**config.mk**
```make
export PLATFORM = sky130hd
export DESIGN_NAME = lpsc_top
export DESIGN_NICKNAME = d
export VERILOG_FILES = /design/src/core/lpsc_pkg.sv /design/src/core/lpsc_port.sv /design/src/core/lpsc_top.sv
export VERILOG_INCLUDE_DIRS = /design/src /design/src/core
export SDC_FILE = /design/constraint.sdc
export NUM_CORES = 1
export LEC_CHECK = 0
export BUFFER_PORTS_ARGS = -buffer_cell sky130_fd_sc_hd__buf_2
export CAP_MARGIN = 15
export CORE_UTILIZATION = 50
export CTS_CLUSTER_DIAMETER = 200
export CTS_CLUSTER_SIZE = 16
export DETAILED_ROUTE_END_ITERATION = 10
export HOLD_SLACK_MARGIN = 0.05
export PLACE_DENSITY_LB_ADDON = 0.3
export SLEW_MARGIN = 20
export SYNTH_ARGS = -nofsm -noshare
export SYNTH_HDL_FRONTEND = slang
export SYNTH_HIERARCHICAL = 1
export SYNTH_SLANG_ARGS = --single-unit
```
**constraint.sdc**
```tcl
create_clock -name core_clk_i -period 2.7 [get_ports core_clk_i]
set_input_delay 0.135 -clock core_clk_i [delete_from_list [all_inputs] [get_ports core_clk_i]]
set_output_delay 0.135 -clock core_clk_i [all_outputs]
set_load 0.02 [all_outputs]
```
**src/core/lpsc_defines.svh**
```systemverilog
`ifndef LPSC_DEFINES_SVH
`define LPSC_DEFINES_SVH

// Port count of the switch
`define LPSC_NUM_PORTS 4
// Power-on hold time and its cycle count at 125 MHz (8 ns period)
`define LPSC_PERST_MIN_MS 100
`define LPSC_CLK_PERIOD_NS 8
`define LPSC_PERST_MIN_CYC ((`LPSC_PERST_MIN_MS * 1000000) / `LPSC_CLK_PERIOD_NS)
// Cycles that the PLL must settle after it is switched back on
`define LPSC_PLL_WAKE_CYC 16
// Reset value of the shared clock enable
`define LPSC_PLL_RST_VAL 1'b1

`endif

```
**src/core/lpsc_pkg.sv**
```systemverilog
package lpsc_pkg;

    // Link power states
    typedef enum logic [2:0] {
        LPSC_L0,
        LPSC_L0S,
        LPSC_L1,
        LPSC_L11,
        LPSC_L23_RDY,
        LPSC_L3
    } lpsc_link_t;

    // Function power states
    typedef enum logic [2:0] {
        LPSC_D0,
        LPSC_D1,
        LPSC_D2,
        LPSC_D3HOT,
        LPSC_D3COLD
    } lpsc_func_t;

    // Requests from the link layer
    typedef enum logic [2:0] {
        LPSC_REQ_NONE,
        LPSC_REQ_L0,
        LPSC_REQ_L0S,
        LPSC_REQ_L1,
        LPSC_REQ_L23,
        LPSC_REQ_L3
    } lpsc_req_t;

endpackage

```
**src/core/lpsc_port.sv**
```systemverilog
`timescale 1ns/10ps
`include "lpsc_defines.svh"

// One port's link power state machine
module lpsc_port
    import lpsc_pkg::*;
(
    input wire logic core_clk_i,
    input wire logic rst_n_i,
    input wire logic run_i,
    input wire lpsc_req_t req_i,
    input wire logic aspm_i,
    input wire logic sw_l1_i,
    input wire logic l11_en_i,
    input wire logic clkreq_n_i,
    output lpsc_link_t state_o,
    output logic rx_on_o,
    output logic in_l11_o
);

    lpsc_link_t state_q;
    lpsc_link_t state_d;
    wire logic clkreq_act = ~clkreq_n_i;
    wire logic l1_allowed = aspm_i | sw_l1_i;

    // ----------------------------------------
    // State transitions
    // ----------------------------------------
    always_comb begin
        state_d = state_q;
        case (state_q)
            LPSC_L0: begin
                if (req_i == LPSC_REQ_L0S && aspm_i) begin
                    state_d = LPSC_L0S;
                end else if (req_i == LPSC_REQ_L1 && l1_allowed) begin
                    state_d = LPSC_L1;
                end else if (req_i == LPSC_REQ_L23) begin
                    state_d = LPSC_L23_RDY;
                end
            end
            LPSC_L0S: begin
                if (req_i == LPSC_REQ_L0) begin
                    state_d = LPSC_L0;
                end
            end
            LPSC_L1: begin
                // Substate only on clock request and when enabled
                if (clkreq_act && l11_en_i) begin
                    state_d = LPSC_L11;
                end else if (req_i == LPSC_REQ_L0) begin
                    state_d = LPSC_L0;
                end
            end
            LPSC_L11: begin
                if (!clkreq_act) begin
                    state_d = LPSC_L1;
                end
            end
            LPSC_L23_RDY: begin
                if (req_i == LPSC_REQ_L3) begin
                    state_d = LPSC_L3;
                end else if (req_i == LPSC_REQ_L0) begin
                    state_d = LPSC_L0;
                end
            end
            default: begin
                // L3 leaves only through reset
                state_d = state_q;
            end
        endcase
    end

    // Held in L0 while the fundamental reset stands
    always_ff @(posedge core_clk_i or negedge rst_n_i) begin
        if (!rst_n_i) begin
            state_q <= LPSC_L0;
        end else if (!run_i) begin
            state_q <= LPSC_L0;
        end else begin
            state_q <= state_d;
        end
    end

    assign state_o = state_q;
    assign in_l11_o = (state_q == LPSC_L11);
    assign rx_on_o = ~in_l11_o;

endmodule

```
**src/core/lpsc_top.sv**
```systemverilog
`timescale 1ns/10ps
`include "lpsc_defines.svh"

// Functional notes
// - A port in L1 enters L1.1 when its clock request is asserted.
// - In L1.1 the port receiver and its PLL share are powered down.
// - Clock request released in L1.1 returns the link to L1, circuits back on.
// - Shared PLL turns off only when every port is in L1.1.
// - Any port not in L1.1 keeps PLL and internal clock running.
// - All link and switch functions held in reset while PERST is asserted.
// - Link states L0, L0s, L1, L2/L3 ready and L3 with ASPM moves.
// - Function power states D0, D1, D2, D3-hot and D3-cold are supported.
// - L1.1 reachable via ASPM and via software-directed L1 entry.
module lpsc_top
    import lpsc_pkg::*;
#(
    parameter int NPORTS = `LPSC_NUM_PORTS,
    parameter int PERST_MIN_CYC = `LPSC_PERST_MIN_CYC
)
(
    input wire logic core_clk_i,
    input wire logic rst_n_i,
    input wire logic perst_n_i,
    input wire logic [NPORTS-1:0] clkreq_n_i,
    input wire logic [NPORTS-1:0] l11_en_i,
    input wire logic [NPORTS-1:0] aspm_en_i,
    input wire logic [NPORTS-1:0] sw_l1_i,
    input wire logic [3*NPORTS-1:0] link_req_i,
    input wire logic [2:0] func_req_i,
    input wire logic func_req_vld_i,
    output logic func_rst_n_o,
    output logic [3*NPORTS-1:0] link_state_o,
    output logic [NPORTS-1:0] rx_on_o,
    output logic [NPORTS-1:0] l11_o,
    output logic pll_on_o,
    output logic [2:0] func_state_o,
    output logic perst_short_o
);

    // ----------------------------------------
    // Reset hold
    // ----------------------------------------
    // Run flag, low-time counter and the flag that says a low time was seen
    logic run_q;
    logic perst_seen_q;
    logic [31:0] hold_cnt_q;
    wire logic hold_done = (hold_cnt_q >= 32'(PERST_MIN_CYC));

    // Functions run only while PERST is released
    always_ff @(posedge core_clk_i or negedge rst_n_i) begin
        if (!rst_n_i) begin
            run_q <= 1'b0;
        end else begin
            run_q <= perst_n_i;
        end
    end

    // Measures PERST low time; the far side owns the length, we only flag it
    always_ff @(posedge core_clk_i or negedge rst_n_i) begin
        if (!rst_n_i) begin
            hold_cnt_q <= 32'h0;
            perst_seen_q <= 1'b0;
            perst_short_o <= 1'b0;
        end else if (!perst_n_i) begin
            perst_seen_q <= 1'b1;
            if (!hold_done) begin
                hold_cnt_q <= hold_cnt_q + 32'h1;
            end
        end else if (perst_seen_q) begin
            perst_seen_q <= 1'b0;
            hold_cnt_q <= 32'h0;
            perst_short_o <= ~hold_done;
        end
    end

    // Functions see PERST through one flop, so every block wakes on the same edge
    assign func_rst_n_o = run_q;

    // ----------------------------------------
    // Ports
    // ----------------------------------------
    // Substate flags of all ports, gathered for the PLL decision
    logic [NPORTS-1:0] in_l11;

    for (genvar p = 0; p < NPORTS; p++) begin : g_port
        lpsc_link_t st;
        lpsc_port u_port (
            .core_clk_i(core_clk_i),
            .rst_n_i(rst_n_i),
            .run_i(run_q),
            .req_i(lpsc_req_t'(link_req_i[3*p +: 3])),
            .aspm_i(aspm_en_i[p]),
            .sw_l1_i(sw_l1_i[p]),
            .l11_en_i(l11_en_i[p]),
            .clkreq_n_i(clkreq_n_i[p]),
            .state_o(st),
            .rx_on_o(rx_on_o[p]),
            .in_l11_o(in_l11[p])
        );
        assign link_state_o[3*p +: 3] = st;

        // Every port is held to the same substate entry and exit timing
        AST_PORT_ENTRY: assert property (@(posedge core_clk_i) disable iff (!rst_n_i)
            (st == LPSC_L1 && !clkreq_n_i[p] && l11_en_i[p] && run_q) |=> in_l11[p])
            else $error("port missed L1.1 entry");
        AST_PORT_EXIT: assert property (@(posedge core_clk_i) disable iff (!rst_n_i)
            (in_l11[p] && clkreq_n_i[p] && run_q) |=> (!in_l11[p] && rx_on_o[p]))
            else $error("port missed L1.1 exit");
    end

    // Substate flags leave straight from the port state registers
    assign l11_o = in_l11;

    // ----------------------------------------
    // Shared PLL
    // ----------------------------------------
    // All ports idle deep enough; one empty port blocks the saving
    wire logic all_l11 = &in_l11;
    logic pll_q;

    always_ff @(posedge core_clk_i or negedge rst_n_i) begin
        if (!rst_n_i) begin
            pll_q <= `LPSC_PLL_RST_VAL;
        end else begin
            pll_q <= ~(all_l11 & run_q);
        end
    end

    // Registered so a passing mix of port states never reaches the analog enable
    assign pll_on_o = pll_q;

    // ----------------------------------------
    // Function power state
    // ----------------------------------------
    // Current D state; codes above D3-cold have no meaning and are dropped
    lpsc_func_t func_q;
    wire logic func_ok = (func_req_i <= 3'(LPSC_D3COLD));

    // Out-of-range requests are ignored rather than trapped
    // PERST is also looked at directly, so a strobe in its first cycle cannot land
    always_ff @(posedge core_clk_i or negedge rst_n_i) begin
        if (!rst_n_i) begin
            func_q <= LPSC_D0;
        end else if (!run_q || !perst_n_i) begin
            func_q <= LPSC_D0;
        end else if (func_req_vld_i && func_ok) begin
            func_q <= lpsc_func_t'(func_req_i);
        end
    end

    assign func_state_o = func_q;

    // ----------------------------------------
    // Checks
    // ----------------------------------------
    // Entry: port 0 in detail, port 1 by its cause; the port loop covers all ports
    AST_L11_ENTRY: assert property (@(posedge core_clk_i) disable iff (!rst_n_i)
        (g_port[0].st == LPSC_L1 && !clkreq_n_i[0] && l11_en_i[0] && run_q)
        |=> l11_o[0]) else $error("port0 missed L1.1 entry");
    AST_L11_CAUSE: assert property (@(posedge core_clk_i) disable iff (!rst_n_i)
        (!l11_o[1] ##1 l11_o[1])
        |-> ($past(g_port[1].st) == LPSC_L1 && $past(l11_en_i[1]) && !$past(clkreq_n_i[1])))
        else $error("port1 entered L1.1 without cause");

    // Exit and receiver: the receiver follows the substate with no extra flop
    AST_RX_OFF: assert property (@(posedge core_clk_i) disable iff (!rst_n_i)
        l11_o[0] |-> !rx_on_o[0]) else $error("receiver on in L1.1");
    AST_L11_EXIT: assert property (@(posedge core_clk_i) disable iff (!rst_n_i)
        (l11_o[0] && clkreq_n_i[0] && run_q) |=> (!l11_o[0] && rx_on_o[0]))
        else $error("port0 stuck in L1.1");
    AST_RX_BACK: assert property (@(posedge core_clk_i) disable iff (!rst_n_i)
        (l11_o[3] && clkreq_n_i[3] && run_q) |=> rx_on_o[3])
        else $error("port3 receiver not resumed");

    // Shared PLL: off only with every port asleep, back on as soon as one wakes
    AST_PLL_OFF: assert property (@(posedge core_clk_i) disable iff (!rst_n_i)
        (&l11_o && run_q) |=> !pll_on_o) else $error("PLL not saved");
    AST_PLL_KEEP: assert property (@(posedge core_clk_i) disable iff (!rst_n_i)
        !(&l11_o) |=> pll_on_o) else $error("PLL off with port awake");

    // Reset hold and release
    // The short flag may only move at a PERST release, never while PERST is held
    AST_PERST_HOLD: assert property (@(posedge core_clk_i) disable iff (!rst_n_i)
        !perst_n_i |=> (!func_rst_n_o && func_state_o == 3'(LPSC_D0)))
        else $error("functions out of reset");
    AST_RUN_START: assert property (@(posedge core_clk_i) disable iff (!rst_n_i)
        perst_n_i |=> func_rst_n_o) else $error("functions not started");
    AST_SHORT_HOLD: assert property (@(posedge core_clk_i) disable iff (!rst_n_i)
        !(perst_n_i && !$past(perst_n_i)) |=> $stable(perst_short_o))
        else $error("short flag moved without release");

    // Link state moves need their enables; L3 waits for reset
    AST_L0S_ASPM: assert property (@(posedge core_clk_i) disable iff (!rst_n_i)
        (g_port[0].st == LPSC_L0 && $past(g_port[0].st) == LPSC_L0 && 1'b1)
        ##1 (g_port[0].st == LPSC_L0S) |-> $past(aspm_en_i[0]))
        else $error("L0s without ASPM");
    AST_L3_STICKY: assert property (@(posedge core_clk_i) disable iff (!rst_n_i)
        (g_port[0].st == LPSC_L3 && run_q) |=> g_port[0].st == LPSC_L3)
        else $error("L3 left without reset");
    AST_L1_PATH: assert property (@(posedge core_clk_i) disable iff (!rst_n_i)
        ($past(g_port[0].st) == LPSC_L0 && g_port[0].st == LPSC_L1)
        |-> $past(aspm_en_i[0] | sw_l1_i[0])) else $error("L1 without path");

    // Function power state takes every legal request at once
    AST_FUNC: assert property (@(posedge core_clk_i) disable iff (!rst_n_i)
        (run_q && perst_n_i && func_req_vld_i && func_ok) |=> func_state_o == $past(func_req_i))
        else $error("function state not taken");

    // Main scenarios: substate round trip, PLL saving, deep D state, L0s, short PERST
    COV_L11: cover property (@(posedge core_clk_i) disable iff (!rst_n_i) l11_o[0] ##1 !l11_o[0]);
    COV_PLL: cover property (@(posedge core_clk_i) disable iff (!rst_n_i) !pll_on_o);
    COV_D3: cover property (@(posedge core_clk_i) disable iff (!rst_n_i)
        func_state_o == 3'(LPSC_D3HOT));
    COV_L0S: cover property (@(posedge core_clk_i) disable iff (!rst_n_i)
        g_port[0].st == LPSC_L0S);
    COV_SHORT: cover property (@(posedge core_clk_i) disable iff (!rst_n_i)
        perst_short_o);

endmodule

```
==> impl_results.md, run 1 <==
- Status: completed
- Placeable Area: about 6400 sq um
- TritonCTS buffer count: 5
- Clock root cell: clkbuf_8
- Kind of critical path: flip-flop to flip-flop
- Initial Util: roughly half
- Worst VDD drop: between 0.0002 and 0.0003 V
- Max Root-Sink Buffers: 2
- Cts repair resizes: 0
- Total Wirelength: about 7300 um
- Placed cells: a little under 500
- Fin. Hold Viols: 0
- GP Congestion: 0.8563
- Ys Warns: 6
- Worst hold slack: about 0.091 ns
- Number of max-cap violations: 0
- Post-route non-filler standard cell count: 506
- Synth cell types: 47
- Layout cell share with drive strength beyond 1: between 10% and 20%
- Reg2reg start: hold_cnt_q[14]
- DRC Markers: 0
- Dpl ws: roughly 0.50 ns
- Post-synth top cells: 50 x dfrtp_1, 28 x nand2_1, 20 x o21ai_0
- Worst min path class: primary input to flip-flop
- # setup viols final: 0
- I/O Buffers: 60
- Placement Rows: 29
- Vias in the first global route: 2727
- WL/cell: 14.49 um
- Worst-Skew Late Latency: 0.30 ns
- Congestion Overflow GR: 0
- # IOs: a little over 60
- Post-synth EDFFs: 0
- Fin Setup TNS: 0 ns
- GRT Overall Usage: a little over a fifth
- Slew @ Worst Pin: 0.6258 ns
- Clock Skew: between 0.008 and 0.009 ns
- Critical path startpoint: hold_cnt_q[14]
- CTS clk-pin slew, worst paths: roughly 0.09 ns
- XOR/XNOR share of the synthesized area: 0%
- Storage cell area: 1277 sq um
- Adder-Cell Fraction of Synth Area: 0.7541%
- Relative slew slack: about three fifths
- Proportion of synthesized area in mux cells: under 10%
- CP Launch Type: flip-flop
- Number of vias in the routed layout: about 3100
- Drt pass-1 iters: 5
- Achievable Freq: around 450 MHz
- DR vias/cell: slightly above 6
- Area contributors post-synth: dfrtp_1 38%, nand2_1 3.2%, o21ai_0 3.0%, and2_1 2.6%, nor3_1 2.4%
- Fill count: 573
- CP max FO: 16
- HP Start: func_req_i[1]
- Remaining antenna violation count: 0
- WP data arrival: 2.43 ns
- HPWL after DPL: 5199 um
- Final worst setup slack: between 0.4 and 0.5 ns
- ANT cells: 0
- Number of max-slew violations in the final report: 0
- Seq/Total Area, Yosys: a little under 40%
- First-pass GRT wire length: 12390 um
- Syn Inst Count: around 380
- Fin nets: about 470
- Setup Buffers After CTS: 0
- Compound-Gate Fraction of Synth Area: a little under a quarter
- Total power: ~0.0020 W
- RSZ-0062 raised after global routing: no
- Drt first-iter violations: ~150
- Clock sink total: about 50
- Area growth from synthesis to layout: 13.88%
- Crit. End Element: flip-flop
- Top-area cell type share of the netlist area: 37.71%
- Post-synth net total: 413
- Minimum clock period: about 2.2 ns
- CTS tree: yes
- Worst path required time: between 2 and 3 ns
- Antenna violations before repair: 0
- Hold Path Stages: 3
- Die width: ~83 um
- Die height: about 83 um
- H-tree depth: 2
- Main combinational cell family by area after synthesis: simple AND/OR/NAND/NOR gates
- Leakage: about 1.6 nW
- Ys flop type: dfrtp_1
- Multi-input gate area: approximately 1800 sq um
- Pwr dens: just over 500 nW/um^2
- Worst reg-to-reg path cell count: 6
- Ys async rst share: between 90% and 100%
- Period utilisation layout: 81.53%
- Largest net degree at the start of global routing: between 50 and 60
- DIE AREA: about 7000 sq um
- Top-count cell post-synth: dfrtp_1
- Register bit total from synthesis: 51
- Cell accounting for the most synthesized area: dfrtp_1
- Netlist Area Pre-Place: between 3000 and 4000 sq um
- Mapped Avg Cell Area: between 8 and 9 sq um
- Post-synthesis simple-gate area fraction: 29.41%
timing repair:
action,CTS,global route
hold buffers,1,0
setup endpoints to repair,0,0
endpoints found under the hold margin,50,0
layout make-up:
class / instances / area share (%)
clock buffers: 5 / 1.821
repair buffers: 66 / 9.205
well taps: 77 / 2.550
inverters: 19 / 1.887
multi-input cells: 285 / 48.94
flip-flops and latches: 51 / 33.81
clock inverters: 3 / 1.788
metrics by stage:
step | utilization, % | area, sq um
detailed placement | 56.88 | 3632
global placement | 56.88 | 3632
CTS | 59.17 | 3779
finish | 59.17 | 3779
floorplan | - | 3318
global route | 59.17 | 3779
worst max-delay path, cell delays in order, from the launching register on:
cell,delay (ns)
dfrtp_1,0.45
nor4_1,0.29
a21oi_1,0.11
a211o_1,0.43
buf_4,0.24
or4_1,0.47
a21oi_1,0.14
placed cells by master, fill, tap and decap left out, types with 3 or more instances in the layout:
master	n
o31ai_1	10
nand4bb_1	4
clkbuf_8	5
inv_1	19
a21oi_1	13
o21ai_0	20
nor3_1	16
o21bai_1	4
o211ai_1	7
a31oi_1	4
o21ai_1	4
and4_1	4
o21a_1	5
nor4_1	12
and2_1	14
or2_1	4
nor2b_1	4
and3_1	9
dfrtp_1	50
nand2_1	28
o2bb2ai_1	4
nor3b_1	8
nand2b_1	10
buf_2	60
or4b_1	4
buf_4	5
nor2_1	14
mux2i_1	7
a31o_2	8
a211oi_1	7
or3_1	3
o211a_1	4
or4_1	10
o221ai_1	8
nand3_1	12
o41ai_1	8
nand4_1	6
flip-flops by register name (all words and copies together) (netlist names):
register,count
func_rst_n_o,1
func_state_o,3
perst_short_o,1
g_port.u_port/state_o,12
hold_cnt_q,32
pll_on_o,1
perst_seen_q,1
report_power, final:
group | switching (W) | total, W | internal [W]
Combinational | 0.000247 | 0.000435 | 0.000188
Sequential | 0.000101 | 0.000911 | 0.000810
Clock | 0.000249 | 0.000618 | 0.000369
per-layer routing:
layer | global-route usage, % | share of wire (%) | routed length [um] | vias up
li1 | - | - | - | 1543
met1 | 30.69 | 49 | 3581 | 1492
met2 | 33.83 | 46 | 3344 | 76
met3 | 2.967 | 5.2 | 379 | 2
met4 | 4.006 | 0.33 | 24 | 0
met5 | 0 | 0 | 0 | -
worst paths after layout:
path	to	slack [ns]
worst max-delay path	hold_cnt_q[7]	0.50
worst min register to register	hold_cnt_q[27]	0.49
worst max register to register	hold_cnt_q[7]	0.50
worst min-delay path	func_state_o[1]	0.09
max in group asynchronous	hold_cnt_q[9]	1.82
min in group asynchronous	g_port[3].u_port/state_o[2]	0.47
cell families after synthesis:
| kind of cell | count (synthesis) |
|---|---|
| adders and majority gates | 2 |
| muxes | 7 |
| and+or+nand+nor | 166 |
| buffers and inverters | 40 |
| DFF | 51 |
| AOI/OAI and AO/OA | 110 |
Power figures use the tool's default switching activity.
==> run 2, diff against run 1 <==
- clock period: 2.7 -> 1.9 ns (I/O delays scaled with it)
==> impl_results.md, run 2 (synthesis results as in run 1) <==
- Area growth from synthesis to layout: 23.34%
- Fill count: 570 (-0.52%)
- CP max FO: 21 (+5)
- Initial Util: 51.96% (unchanged)
- Top cell family by delay on the critical path: compound AO/OA/AOI/OAI gates
- # IOs: 61 (unchanged)
- # setup viols final: 9 (+9)
- Max reg flops: 32 (unchanged)
- Achievable Freq: 506.9 MHz (+12%)
- Most frequent cells in the layout: 60 x buf_2, 50 x dfrtp_1, 37 x buf_4
- Largest net degree at the start of global routing: 26 (-50%)
- Layout cell share with drive strength beyond 1: 27.80% (+8.0 points)
- Highest Signal Layer: met4
- Die width: 83.47 um (unchanged)
- Placeable Area: 6386 sq um (unchanged)
- Worst-Skew Late Latency: 0.31 ns (about the same)
- Clock Skew: 0.01002 ns (+0.001253 ns)
- CP Launch Type: flip-flop
- Leakage: 1.835 nW (+11%)
- Max incr delay on CP: 0.46 ns (about the same)
- Drt pass-1 iters: 4 (-1)
- Vias in the first global route: 3036 (+11%)
- Number of max-slew violations in the final report: 0 (unchanged)
- Clock sink total: 51 (unchanged)
- Worst VDD drop: 0.0004126 V (+43%)
- Die height: 83.47 um (unchanged)
- Top reg by flops: hold_cnt_q
- Max Root-Sink Buffers: 2 (unchanged)
- Fin. Hold Viols: 0 (unchanged)
- Relative slew slack: 61.05% (+2.8 points)
- Status: complete, but fails checks
- H-tree depth: 2 (unchanged)
- Remaining antenna violation count: 0 (unchanged)
- Clock root cell: clkbuf_8
- Drt first-iter violations: 169 (+11%)
- Kind of critical path: flip-flop to flip-flop
- Total power: 0.002751 W (+40%)
- I/O Buffers: 60 (unchanged)
- GRT Overall Usage: 23.47% (+2.4 points)
- Worst min path class: primary input to flip-flop
- Fin nets: 500 (+7.5%)
- Total Wirelength: 8173 um (+12%)
- Antenna violations before repair: 0 (unchanged)
- RSZ-0062 raised after global routing: yes
- Critical path cell sequence: nand4_1 -> o21ai_1 -> a211o_1 -> buf_12 -> or4_4 -> a21oi_1
- Crit. End Element: flip-flop
- TritonCTS buffer count: 5 (unchanged)
- First-pass GRT wire length: 13510 um (+9.0%)
- Final worst setup slack: -0.07263 ns (-0.5713 ns)
- Worst path required time: 2.13 ns (-0.80 ns)
- Crit-path slowest cell: or4_4
- DRC Markers: 0 (unchanged)
- GP Congestion: 0.8669 (+1.2%)
- Routed met2 length: 4037 um (+21%)
- ANT cells: 0 (unchanged)
- Placement Rows: 29 (unchanged)
- CP bufs+invs: 1 (unchanged)
- Slew @ Worst Pin: 0.5842 ns (-0.04159 ns)
- Minimum clock period: 1.973 ns (-0.2287 ns)
- Congestion Overflow GR: 0 (unchanged)
- Final core utilization: 64.09% (+4.9 points)
- DR vias/cell: 6.037 (-1.9%)
- WP data arrival: 2.20 ns (-0.23 ns)
- DIE AREA: 6966 sq um (unchanged)
- Number of max-cap violations: 0 (unchanged)
- HPWL after DPL: 5910 um (+14%)
- CTS tree: yes
- Wl on met1: 3653 um (+2.0%)
- Pwr dens: 672.2 nW/um^2 (+29%)
- Number of vias in the routed layout: 3266 (+4.9%)
- Commonest non-fill, non-tap cell in the layout: buf_2
- Violated checks: negative setup slack
- Period utilisation layout: 103.8% (+22 points)
- CTS clk-pin slew, worst paths: 0.09 ns (about the same)
- Met3 WL: 405 um (+6.9%)
- WL/cell: 15.11 um (+4.3%)
run 2: changes by cell type in the layout (fill, tap and decap cells not counted), moves of 2 or more:
cell and change:
buf_4 +32, dlygate4sd3_1 +2, nor4_1 -5, nor4_2 +5
or4_1 -2, or4_4 +2
run 2: path summary, 6_finish.rpt:
path / start / endpoint / slack [ns] / cells after the start
max in group asynchronous: rst_n_i / hold_cnt_q[20] / 1.00 / 3
min in group asynchronous: rst_n_i / g_port[1].u_port/state_o[1] / 0.30 / 2
max reg2reg: hold_cnt_q[17] / hold_cnt_q[13] / -0.07 / 6
min reg2reg: perst_short_o / perst_short_o / 0.49 / 2
min: func_req_i[2] / func_state_o[2] / 0.08 / 3
max: hold_cnt_q[17] / hold_cnt_q[13] / -0.07 / 6
run 2: what timing repair did:
item	4_1_cts	5_1_grt
hold buffers	3	0
endpoints found under the setup margin	12	19
pin swaps	1	2
hold endpoints to repair	24	0
gates resized for setup	5	7
buffers inserted	1	2
run 2: per-stage QoR:
stage          hold WS, ns  cells  worst slack [ns]  setup TNS (ns)  area, sq um
2_1_floorplan      -0.2006    376           0.03579               0         3318
3_3_place_gp        0.1042    527         -0.005584       -0.008021         3870
3_5_place_dp        0.1032    527          -0.09238         -0.7117         3870
4_1_cts            0.07607    539          -0.06155         -0.3803         4049
5_1_grt            0.09925    541           -0.1491          -1.129         4093
6_report           0.07860    541          -0.07263         -0.4549         4093
run 2: cell type report:
cell class                      count  area, sq um  area share (%)
Timing Repair Buffer              101        628.1           15.35
Clock inverter                      3        43.79           1.070
Multi-Input combinational cell    285         1907           46.59
Inverter                           19        71.32           1.743
Tap cell                           77        96.34           2.354
Clock buffer                        5        68.82           1.681
Sequential cell                    51         1277           31.21
run 2: metal layers:
| metal | vias up | GRT usage, % |
|---|---|---|
| li1 | 1608 | - |
| met2 | 91 | 42.25 |
| met3 | 8 | 3.561 |
| met5 | - | 0 |
| met1 | 1559 | 29.78 |
| met4 | 0 | 5.393 |
run 2: power breakdown:
group,switching [W],internal [W],leakage [nW],total [W]
sequential,0.000101,0.00115,0.692,0.00125
clock,0.000371,0.000393,0.0581,0.000763
combinational,0.000409,0.000326,1.08,0.000736
total,0.000881,0.00187,1.83,0.00275
run 2: worst register-to-register path, stage by stage, from the launching register on:
cell and delay (ns):
dfrtp_1 0.45, nand4_1 0.17, o21ai_1 0.14, a211o_1 0.35, buf_12 0.18, or4_4 0.47
a21oi_1 0.15
